$ cat src/inc/cag_pkg.sv
// Function
// - Relative displacement signed, added to next address
// - Relative targets for all conditional and short branches
// - Absolute branch loads 16-bit immediate
// - Table call reads entry at 40H-7FH
// - Register jump loads accumulator pair
// - No branch: advance by instruction length
// - Direct mode uses immediate address unchanged
// - Short direct reaches FE20H to FF1FH only
// - Short direct bit 8 set below 20H
// - Short direct word form uses even addresses
// - Word access to special registers only short
// - Special register page address is FF00H plus byte
// - FF00H-FF1FH special registers use short direct
// - Register fields select byte register or pair
// - Indirect uses pointer or base pair
// - Based adds zero-extended offset, wraps
// - Stack addressing for push and pop
// - Decrement before write, increment after read
// - Table word: low byte even, high odd
package cag_pkg;

  // ==========================================================================
  // Address constants
  localparam logic [15:0] CAG_RESET_VECTOR = 16'h0000;  // Reset vector location
  localparam logic [15:0] CAG_SP_RESET     = 16'h0000;  // Stack pointer after reset
  localparam logic [6:0]  CAG_SHORT_HI     = 7'h7f;     // Upper bits of short window
  localparam logic [7:0]  CAG_SHORT_SPLIT  = 8'h20;     // Below this bit 8 is set
  localparam logic [7:0]  CAG_SFR_PAGE     = 8'hff;     // Special register page
  localparam logic [7:0]  CAG_RAM_PAGE     = 8'hfe;     // High-speed RAM page
  localparam logic [8:0]  CAG_TABLE_HI     = 9'h000;    // Table area upper bits
  localparam logic [15:0] CAG_ONE          = 16'h0001;  // Unit step

  // ==========================================================================
  // Operation codes from the sequencer
  typedef enum logic [3:0] {
    CAG_OP_SEQ, CAG_OP_REL, CAG_OP_ABS, CAG_OP_TBL, CAG_OP_REGJ,
    CAG_OP_DIR, CAG_OP_SHORT, CAG_OP_SFR, CAG_OP_REG, CAG_OP_IND,
    CAG_OP_BASED, CAG_OP_PUSH, CAG_OP_POP, CAG_OP_SPLD
  } cag_op_t;

  // Sequencer states
  typedef enum logic [1:0] {
    CAG_ST_IDLE, CAG_ST_LO, CAG_ST_HI
  } cag_st_t;

  // ==========================================================================
  // Command carried from the instruction decoder
  typedef struct packed {
    cag_op_t     op;       // Requested operation
    logic [2:0]  instLen;  // Bytes of the current instruction
    logic [15:0] imm16;    // Absolute address operand
    logic [7:0]  imm8;     // Displacement, offset or short operand
    logic [7:0]  opcode;   // Opcode byte, table index in bits 5:1
    logic        word;     // Word-sized operand access
  } cag_cmd_t;

  // Register pair values from the register file
  typedef struct packed {
    logic [15:0] accumulatorPair;  // Jump source
    logic [15:0] pointerPair;      // Indirect source 0
    logic [15:0] basePair;         // Indirect source 1 and base
  } cag_regs_t;

  // Effective address result
  typedef struct packed {
    logic [15:0] addr;    // Effective address
    logic        wordOk;  // Word access permitted
    logic        misuse;  // Form not allowed for this address
  } cag_ea_t;

endpackage

$ cat src/hdl/cag_ea_calc.sv
`timescale 1ns/1ps
module cag_ea_calc (
  input  wire cag_pkg::cag_cmd_t  cmd,   // Decoded command
  input  wire cag_pkg::cag_regs_t regs,  // Register pair values
  input  wire logic [15:0]        sp,    // Current stack pointer
  output cag_pkg::cag_ea_t        ea     // Computed operand address
);

  // ==========================================================================
  // Operand address by mode
  always_comb begin
    logic [15:0] ptr;
    ptr       = cmd.opcode[0] ? regs.basePair : regs.pointerPair;
    ea.addr   = 16'h0000;
    ea.wordOk = 1'b0;
    ea.misuse = 1'b0;
    case (cmd.op)
      cag_pkg::CAG_OP_DIR: begin
        ea.addr = cmd.imm16;
      end
      cag_pkg::CAG_OP_SHORT: begin
        // Window FE20H-FF1FH, bit 8 from operand range
        ea.addr   = {cag_pkg::CAG_SHORT_HI, cmd.imm8 < cag_pkg::CAG_SHORT_SPLIT,
                     cmd.imm8[7:1], cmd.imm8[0] & ~cmd.word};
        ea.wordOk = cmd.word;
      end
      cag_pkg::CAG_OP_SFR: begin
        ea.addr   = {cag_pkg::CAG_SFR_PAGE, cmd.imm8};
        ea.misuse = cmd.word | (cmd.imm8 < cag_pkg::CAG_SHORT_SPLIT);
      end
      cag_pkg::CAG_OP_IND: begin
        ea.addr = ptr;
      end
      cag_pkg::CAG_OP_BASED: begin
        ea.addr = regs.basePair + {8'h00, cmd.imm8};
      end
      cag_pkg::CAG_OP_PUSH: begin
        ea.addr   = sp - cag_pkg::CAG_ONE;
        ea.misuse = ea.addr[15:8] != cag_pkg::CAG_RAM_PAGE;
      end
      cag_pkg::CAG_OP_POP: begin
        ea.addr   = sp;
        ea.misuse = sp[15:8] != cag_pkg::CAG_RAM_PAGE;
      end
      default: begin
        ea.addr = 16'h0000;
      end
    endcase
  end

endmodule // cag_ea_calc

$ cat src/hdl/cag_addr_gen.sv
`timescale 1ns/1ps
module cag_addr_gen (
  input  wire logic               mclk,          // CPU clock
  input  wire logic               rst_b,         // Asynchronous reset, active low
  input  wire logic               cmdValid,      // Command offered
  input  wire cag_pkg::cag_cmd_t  cmd,           // Command fields
  output logic                    cmdReady,      // Command accepted when valid
  input  wire cag_pkg::cag_regs_t regs,          // Register pair values
  output logic                    memReq,        // Memory byte read request
  output logic [15:0]             memAddr,       // Memory read address
  input  wire logic               memAck,        // Read data present
  input  wire logic [7:0]         memRdData,     // Read data byte
  output logic [15:0]             programCounter,// Program counter
  output logic [15:0]             stackPointer,  // Stack pointer
  output logic                    pcDone,        // Program counter updated pulse
  output logic                    eaValid,       // Effective address pulse
  output logic [15:0]             effAddr,       // Effective address
  output logic                    eaWordOk,      // Word access permitted
  output logic                    eaMisuse,      // Addressing form misuse
  output logic [2:0]              regSel,        // Byte register select
  output logic [1:0]              pairSel        // Register pair select
);

  // ==========================================================================
  // State record
  typedef struct packed {
    cag_pkg::cag_st_t st;      // Sequencer state
    logic [15:0]      pc;      // Program counter
    logic [15:0]      sp;      // Stack pointer
    logic [15:0]      ea;      // Effective address
    logic             wordOk;  // Word access flag
    logic             misuse;  // Misuse flag
    logic             eaV;     // Address valid pulse
    logic             pcV;     // PC done pulse
    logic             req;     // Memory request
    logic [15:0]      mAddr;   // Memory address
    logic [7:0]       lowB;    // Captured low byte
    logic [2:0]       rSel;    // Byte register select
    logic [1:0]       pSel;    // Pair select
  } cag_state_t;

  cag_state_t       cur_ff;     // Registered state
  cag_state_t       nxt_cur;    // Next state
  cag_pkg::cag_ea_t eaCalc;     // Operand address
  logic [15:0]      nextInst;   // Start of following instruction
  logic [15:0]      relTarget;  // Relative branch target
  logic             take;       // Command taken this cycle

  // ==========================================================================
  // Operand address calculator
  cag_ea_calc u_ea (
    .cmd  (cmd),
    .regs (regs),
    .sp   (cur_ff.sp),
    .ea   (eaCalc)
  );

  // ==========================================================================
  // Branch arithmetic, wraps at 16 bits
  always_comb begin
    nextInst  = cur_ff.pc + {13'h0000, cmd.instLen};
    relTarget = nextInst + {{8{cmd.imm8[7]}}, cmd.imm8};
  end

  // Handshake: accept only when idle
  assign cmdReady = cur_ff.st == cag_pkg::CAG_ST_IDLE;
  assign take     = cmdReady & cmdValid;

  // ==========================================================================
  // Next-state logic
  always_comb begin
    nxt_cur     = cur_ff;
    nxt_cur.eaV = 1'b0;
    nxt_cur.pcV = 1'b0;
    case (cur_ff.st)
      cag_pkg::CAG_ST_IDLE: begin
        if (take) begin
          case (cmd.op)
            cag_pkg::CAG_OP_SEQ: begin
              nxt_cur.pc  = nextInst;
              nxt_cur.pcV = 1'b1;
            end
            cag_pkg::CAG_OP_REL: begin
              nxt_cur.pc  = relTarget;
              nxt_cur.pcV = 1'b1;
            end
            cag_pkg::CAG_OP_ABS: begin
              nxt_cur.pc  = cmd.imm16;
              nxt_cur.pcV = 1'b1;
            end
            cag_pkg::CAG_OP_REGJ: begin
              nxt_cur.pc  = regs.accumulatorPair;
              nxt_cur.pcV = 1'b1;
            end
            cag_pkg::CAG_OP_TBL: begin
              // Entry at 40H + 2 * index, low byte first
              nxt_cur.mAddr = {cag_pkg::CAG_TABLE_HI, 1'b1, cmd.opcode[5:1],
                               1'b0};
              nxt_cur.req   = 1'b1;
              nxt_cur.st    = cag_pkg::CAG_ST_LO;
            end
            cag_pkg::CAG_OP_REG: begin
              nxt_cur.rSel = cmd.opcode[2:0];
              nxt_cur.pSel = cmd.opcode[2:1];
              nxt_cur.eaV  = 1'b1;
            end
            cag_pkg::CAG_OP_SPLD: begin
              nxt_cur.sp = cmd.imm16;  // Software initialises the stack
            end
            default: begin
              // Memory operand forms
              nxt_cur.ea     = eaCalc.addr;
              nxt_cur.wordOk = eaCalc.wordOk;
              nxt_cur.misuse = eaCalc.misuse;
              nxt_cur.eaV    = 1'b1;
              if (cmd.op == cag_pkg::CAG_OP_PUSH) begin
                nxt_cur.sp = eaCalc.addr;
              end else if (cmd.op == cag_pkg::CAG_OP_POP) begin
                nxt_cur.sp = cur_ff.sp + cag_pkg::CAG_ONE;
              end
            end
          endcase
        end
      end
      cag_pkg::CAG_ST_LO: begin
        // Low byte from even address
        if (memAck) begin
          nxt_cur.lowB  = memRdData;
          nxt_cur.mAddr = cur_ff.mAddr | cag_pkg::CAG_ONE;
          nxt_cur.st    = cag_pkg::CAG_ST_HI;
        end
      end
      cag_pkg::CAG_ST_HI: begin
        // High byte from odd address, then load the counter
        if (memAck) begin
          nxt_cur.pc  = {memRdData, cur_ff.lowB};
          nxt_cur.pcV = 1'b1;
          nxt_cur.req = 1'b0;
          nxt_cur.st  = cag_pkg::CAG_ST_IDLE;
        end
      end
      default: begin
        nxt_cur.st  = cag_pkg::CAG_ST_IDLE;
        nxt_cur.req = 1'b0;
      end
    endcase
  end

  // ==========================================================================
  // State register; reset fetches the reset vector
  always_ff @(posedge mclk or negedge rst_b) begin
    if (!rst_b) begin
      cur_ff        <= '0;
      cur_ff.st     <= cag_pkg::CAG_ST_LO;
      cur_ff.req    <= 1'b1;
      cur_ff.mAddr  <= cag_pkg::CAG_RESET_VECTOR;
      cur_ff.pc     <= cag_pkg::CAG_RESET_VECTOR;
      cur_ff.sp     <= cag_pkg::CAG_SP_RESET;
    end else begin
      cur_ff <= nxt_cur;
    end
  end

  // ==========================================================================
  // Outputs from the state record
  assign memReq         = cur_ff.req;
  assign memAddr        = cur_ff.mAddr;
  assign programCounter = cur_ff.pc;
  assign stackPointer   = cur_ff.sp;
  assign pcDone         = cur_ff.pcV;
  assign eaValid        = cur_ff.eaV;
  assign effAddr        = cur_ff.ea;
  assign eaWordOk       = cur_ff.wordOk;
  assign eaMisuse       = cur_ff.misuse;
  assign regSel         = cur_ff.rSel;
  assign pairSel        = cur_ff.pSel;

endmodule // cag_addr_gen

$ cat config.mk
export PLATFORM = sky130hd
export DESIGN_NAME = cag_addr_gen
export DESIGN_NICKNAME = d
export VERILOG_FILES = /design/src/inc/cag_pkg.sv /design/src/hdl/cag_ea_calc.sv /design/src/hdl/cag_addr_gen.sv
export SDC_FILE = /design/constraint.sdc
export NUM_CORES = 1
export LEC_CHECK = 0
export BUFFER_PORTS_ARGS = -buffer_cell sky130_fd_sc_hd__buf_2
export CORE_MARGIN = 3
export CORE_UTILIZATION = 36
export DETAILED_ROUTE_END_ITERATION = 7
export HOLD_SLACK_MARGIN = 0.1
export SLEW_MARGIN = 20
export SYNTH_ARGS = -nofsm -noshare
export SYNTH_HDL_FRONTEND = slang
export SYNTH_SLANG_ARGS = --single-unit
export TNS_END_PERCENT = 10
$ cat constraint.sdc
create_clock -name mclk -period 3.6 [get_ports mclk]
set_input_delay 0.18 -clock mclk [delete_from_list [all_inputs] [get_ports mclk]]
set_output_delay 0.18 -clock mclk [all_outputs]
set_load 0.03 [all_outputs]
# Word level (Yosys, flattened, before mapping)

Cells that the tools add are included.

$lt $le $gt $ge: 1
Bitwise operators: 7
Reduce and logical (&&, ||, !) cells: 18
Add/sub/neg operators: 5
Muxes and demuxes: 24
Eq/ne operators: 22

Operator list:

| cell                    | count |
|---|---|
| $pmux W16 S7            | 1 |
| $pmux W16 S2            | 3 |
| $mux W71                | 1 |
| $pmux W16 S4            | 1 |
| $mux W16                | 3 |
| $mux W18                | 2 |
| $eq A4 B4 Y1 const B    | 6 |
| $reduce_and A4 Y1       | 6 |
| $mux W17                | 1 |
| $add A16 B1 Y16 const B | 1 |
| $add A16 B16 Y16        | 1 |
| $add A16 B3 Y16         | 1 |
| $add A16 B8 Y16         | 1 |
| $eq A4 B3 Y1 const B    | 4 |
| $ne A8 B8 Y1 const B    | 2 |
| $sub A16 B1 Y16 const B | 1 |
| $reduce_or A6 Y1        | 2 |
| $mux W9                 | 1 |
| $eq A4 B2 Y1 const B    | 2 |
| $lt A8 B6 Y1 const B    | 1 |
| $reduce_or A7 Y1        | 1 |
| $mux W2                 | 3 |
| $pmux W1 S3             | 2 |
| $pmux W2 S3             | 1 |
| 18 further kinds        | 29 |

Output and inout port bits: 75
Word-level logic and storage cells: 91
Input port bits: 100
Bits in registers: 84

# Logic depth before layout (Yosys ltp)

Depth in word-level cells: 7
Mapped depth: 15
Depth with buffers taken out: 15

# Hierarchy

Synthesis repeated with hierarchy kept, for this count alone.

Cells, all modules: 903
Area total of the unflattened synthesis: 7432.1 um^2

By module, submodules not included:

| module       | cells each | seq. area each (um^2) | instances | area an instance (um^2) |
|---|---|---|---|---|
| cag_addr_gen | 644        | 1829.3                | 1         | 5627.9 |
| cag_ea_calc  | 259        | 0.0                   | 1         | 1804.2 |

# Least setup slack after synthesis

Ideal clock, no wire load.

Path type: register to register
From: register cur_ff, in the netlist programCounter[0]
To: register cur_ff, in the netlist programCounter[14]
Path slack: 533 ps
Path buffers: 0
Stages on the path, launching flop included: 16
Required time: 3523 ps
Period minus slack after synthesis: 3067 ps
Setup time: 77 ps
Arrival time: 2990 ps
Path through: dfrtp_1 > ha_1 > inv_1 > fa_1 > inv_1 > a21o_1 > nand4_1 > xnor2_1 > ha_1 > o21ai_0 > a21boi_0 > o32ai_1 > o31ai_1 > mux2i_1 > o221ai_1 > a21oi_1

Longest elaborated chain between the ends: 5

Ends and longest elaborated chain:

| what                     | RTL line            | RTL |
|---|---|---|
| start: declaration       | cag_addr_gen.sv:42  | `cag_state_t cur_ff;` |
| start signal: assignment | cag_addr_gen.sv:160 | `cur_ff <= nxt_cur;` |
| $add A16 B3 Y16 (*)      | cag_addr_gen.sv:61  | `nextInst = cur_ff.pc + {13'h0000, cmd.instLen};` |
| $add A16 B16 Y16         | cag_addr_gen.sv:62  | `relTarget = nextInst + {{8{cmd.imm8[7]}}, cmd.imm8};` |
| $pmux W16 S4 (*)         | cag_addr_gen.sv:78  | `case (cmd.op)` |
| $mux W71 (*)             | cag_addr_gen.sv:77  | `if (take) begin` |
| $pmux W16 S2 (*)         | cag_addr_gen.sv:75  | `case (cur_ff.st)` |

Mark *: on every way between the ends. The rest lies on a longest branch, timed or not. The select of a mux whose other input is x is not followed.
A chain may end at the register's enable or synchronous reset.

# Worst setup path in the final report

From: register cur_ff, in the netlist programCounter[0]
To: register cur_ff, in the netlist programCounter[11]

Same word-level chain as after synthesis.

==> flow_summary.json <==
{
  "run_status": "completed",
  "worst-endpoint-required_ns": 3.82,
  "combPwrFrac": 0.542,
  "final_nets": 1126,
  "rsz0062_at_grt": "no",
  "grt_pass1_wl_um": 39800,
  "placement.io_buffers": 163,
  "synth_cell_types": 75,
  "cts_buffer_depth": 2,
  "cts_tree": "yes",
  "synth_edf_count": 0,
  "syn-instance-count": 904,
  "cp_max_fo": 5,
  "synth_seq_cells": 73,
  "first_iter_violations": 852,
  "setup_violations": 0,
  "rows": 50,
  "grt_pass1_vias": 6792,
  "detail_route.first_pass.iterations": 5,
  "hold_viol": 0,
  "ys_async_sr_fraction": 1.00,
  "route.detailed.wl_per_inst_um": 20.1,
  "htreeDepth": 3,
  "cp-end-kind": "register",
  "relSlewSlack": 0.372,
  "period_minus_slack_ns": 3.36,
  "power.density_nw_per_um2": 603,
  "maxSlewViolCount": 0,
  "drive_gt1_frac": 0.232,
  "ir_drop_mv": 0.248,
  "initial_core_util": 0.373,
  "seqCellArea_um2": 1830,
  "synthFlopType": "dfrtp_1",
  "grt_util_all_layers": 0.234,
  "pwr-share-seq": 0.279,
  "total_leakage_power_nw": 3.58,
  "min_path_type": "in -> reg",
  "viasPerCell": 5.69,
  "worst-slew-pin-transition_ns": 0.939,
  "p_switching_mw": 2.31,
  "grt_max_degree": 74,
  "setup.worst_path.class": "reg -> reg",
  "tns_ns": 0,
  "gp_congestion": 0.921,
  "die_x_um": 146,
  "post-route-util": 0.426,
  "syn_area_um2": 7100,
  "area_growth_pct": 14.1,
  "dp_hpwl_um": 19400,
  "drc_errors": 0,
  "crit_path_start_kind": "register",
  "swShare": 0.473,
  "clock-root-buffer": "clkbuf_16",
  "p_clk_frac": 0.179,
  "maxCapViolCount": 0,
  "dieArea_um2": 21400,
  "multi_input_comb_area_um2": 4480,
  "grt-ovfl-total": 0,
  "seq_area_frac_synth": 0.258,
  "clock_skew_ns": 0.0114,
  "internal_power_mw": 2.57,
  "yosys_warnings": 0,
  "numCtsBuffers": 9,
  "grt_antenna_before_repair": 1,
  "clkTransAtPathRegs_ns": 0.06,
  "num_vias": 7172,
  "ant_nets": 0,
  "fillers": 2031,
  "critPathArrivalTime_ns": 3.58,
  "drt_wl_total_um": 25300,
  "die_y_um": 146,
  "period_share": 0.933,
  "power.total_mw": 4.88,
  "worstSkewPairLatency_ns": 0.35,
  "clock-sinks": 73,
  "core_um2": 19000,
  "ioPinCount": 175,
  "antenna-diode-count": 0,
  "syn_area_per_cell_um2": 7.85,
  "fmax_ghz": 0.298
}
Yosys cell counts, types with 15 or more instances:
cell | n | area (um2)
nand2b_1 | 16 | 100
xnor2_1 | 33 | 289
nor2_1 | 91 | 342
a31oi_1 | 16 | 100
xor2_1 | 16 | 140
inv_1 | 21 | 78.8
buf_4 | 70 | 526
dfrtp_1 | 71 | 1780
o21ai_0 | 51 | 255
nand2_1 | 79 | 297
nand3_1 | 30 | 150
nor3_1 | 16 | 80.1
a21oi_1 | 86 | 430
mux2_2 | 16 | 180
mux2i_1 | 20 | 200
a221oi_1 | 15 | 131
clkbuf_1 | 36 | 135
ha_1 | 28 | 350
registers in the layout, summed over array words and instances (netlist names):
name,flops
memReq,1
eaValid,1
programCounter,16
effAddr,16
regSel,3
stackPointer,16
eaWordOk,1
eaMisuse,1
cur_ff,10
pcDone,1
memAddr,7
per-layer routing:
layer	routed length (um)	share of wire	global-route usage	vias up
met5	7	0.00028	0	-
met4	495	0.020	0.0569	2
met3	2190	0.087	0.0431	32
met2	10800	0.43	0.342	324
met1	11800	0.47	0.355	3408
li1	-	-	-	3406
layout by cell type (no fill, tap or decap), types with 19 or more instances in the layout:
| cell type | instances |
|---|---|
| buf_2 | 162 |
| nor2_1 | 91 |
| ha_1 | 28 |
| inv_1 | 21 |
| buf_4 | 19 |
| nand3_1 | 30 |
| xnor2_1 | 33 |
| nand2_1 | 79 |
| dfrtp_1 | 71 |
| a21oi_1 | 85 |
| mux2i_1 | 20 |
| o21ai_0 | 51 |
through the flow:
step           instance area [um2]  instances  hold WS [ns]  worst slack [ns]
5_1_grt                       8100       1260         0.111          0.000850
4_1_cts                       8070       1259         0.100             0.141
6_report                      8100       1260         0.107             0.240
3_3_place_gp                  7660       1231         0.415             0.215
2_1_floorplan                 7130        912        -0.116             0.533
3_5_place_dp                  7660       1231         0.412             0.139
path summary, 6_finish.rpt:
kind | startpoint | end | slack, ns | cells past startpoint
max | programCounter[0] | programCounter[11] | 0.24 | 14
min | memRdData[3] | cur_ff[8] | 0.11 | 2
max reg2reg | programCounter[0] | programCounter[11] | 0.24 | 14
min reg2reg | memAddr[6] | memAddr[6] | 0.46 | 1
max in group asynchronous | rst_b | cur_ff[82] | 2.58 | 3
min in group asynchronous | rst_b | stackPointer[14] | 0.35 | 2
critical path, stage by stage (launching register included):
cell and delay [ns]:
dfrtp_1 0.37, ha_1 0.18, inv_1 0.05, fa_1 0.39, inv_1 0.09, a21o_4 0.15, nand2_1 0.07, xnor2_1 0.16
ha_1 0.36, nand4b_1 0.14, a21boi_0 0.41, a41o_1 0.33, xor2_1 0.08, a221oi_1 0.33, o22ai_1 0.13
final cells by class:
cell class	instances	area share
clock buffer	12	0.0317
clock inverter	4	0.00340
inverter	22	0.0102
multi-input combinational	695	0.554
sequential	73	0.226
tap	260	0.0402
timing repair buffer	194	0.135
power groups by stage:
stage                     sequential [mW]  combinational, mW  clock, mW
after detailed placement             1.37               2.59          0
after global routing                 1.40               2.90      0.935
after floorplan                      1.25               2.23          0
after global placement               1.36               2.57          0
after CTS                            1.35               2.61      0.897
final                                1.36               2.65      0.873
what timing repair did:
| action | 4_1_cts | 5_1_grt |
|---|---|---|
| setup endpoints to repair | 0 | 4 |
| setup buffers | 0 | 0 |
| resized for setup | 0 | 3 |
| hold buffers | 12 | 0 |
| endpoints found under the hold margin | 84 | 0 |
logic make-up after synthesis:
kind of cell             Yosys count  share of synthesized area
AND/OR/NAND/NOR                  299                      0.207
adder cells (fa/ha/maj)           31                     0.0578
other                              1                   0.000528
AO/OA/AOI/OAI                    271                      0.246
flip-flops                        73                      0.258
buffers and inverters            144                      0.117
XOR/XNOR                          49                     0.0605
multiplexers                      36                     0.0536
Note: power is estimated with default switching activity, not from simulation.
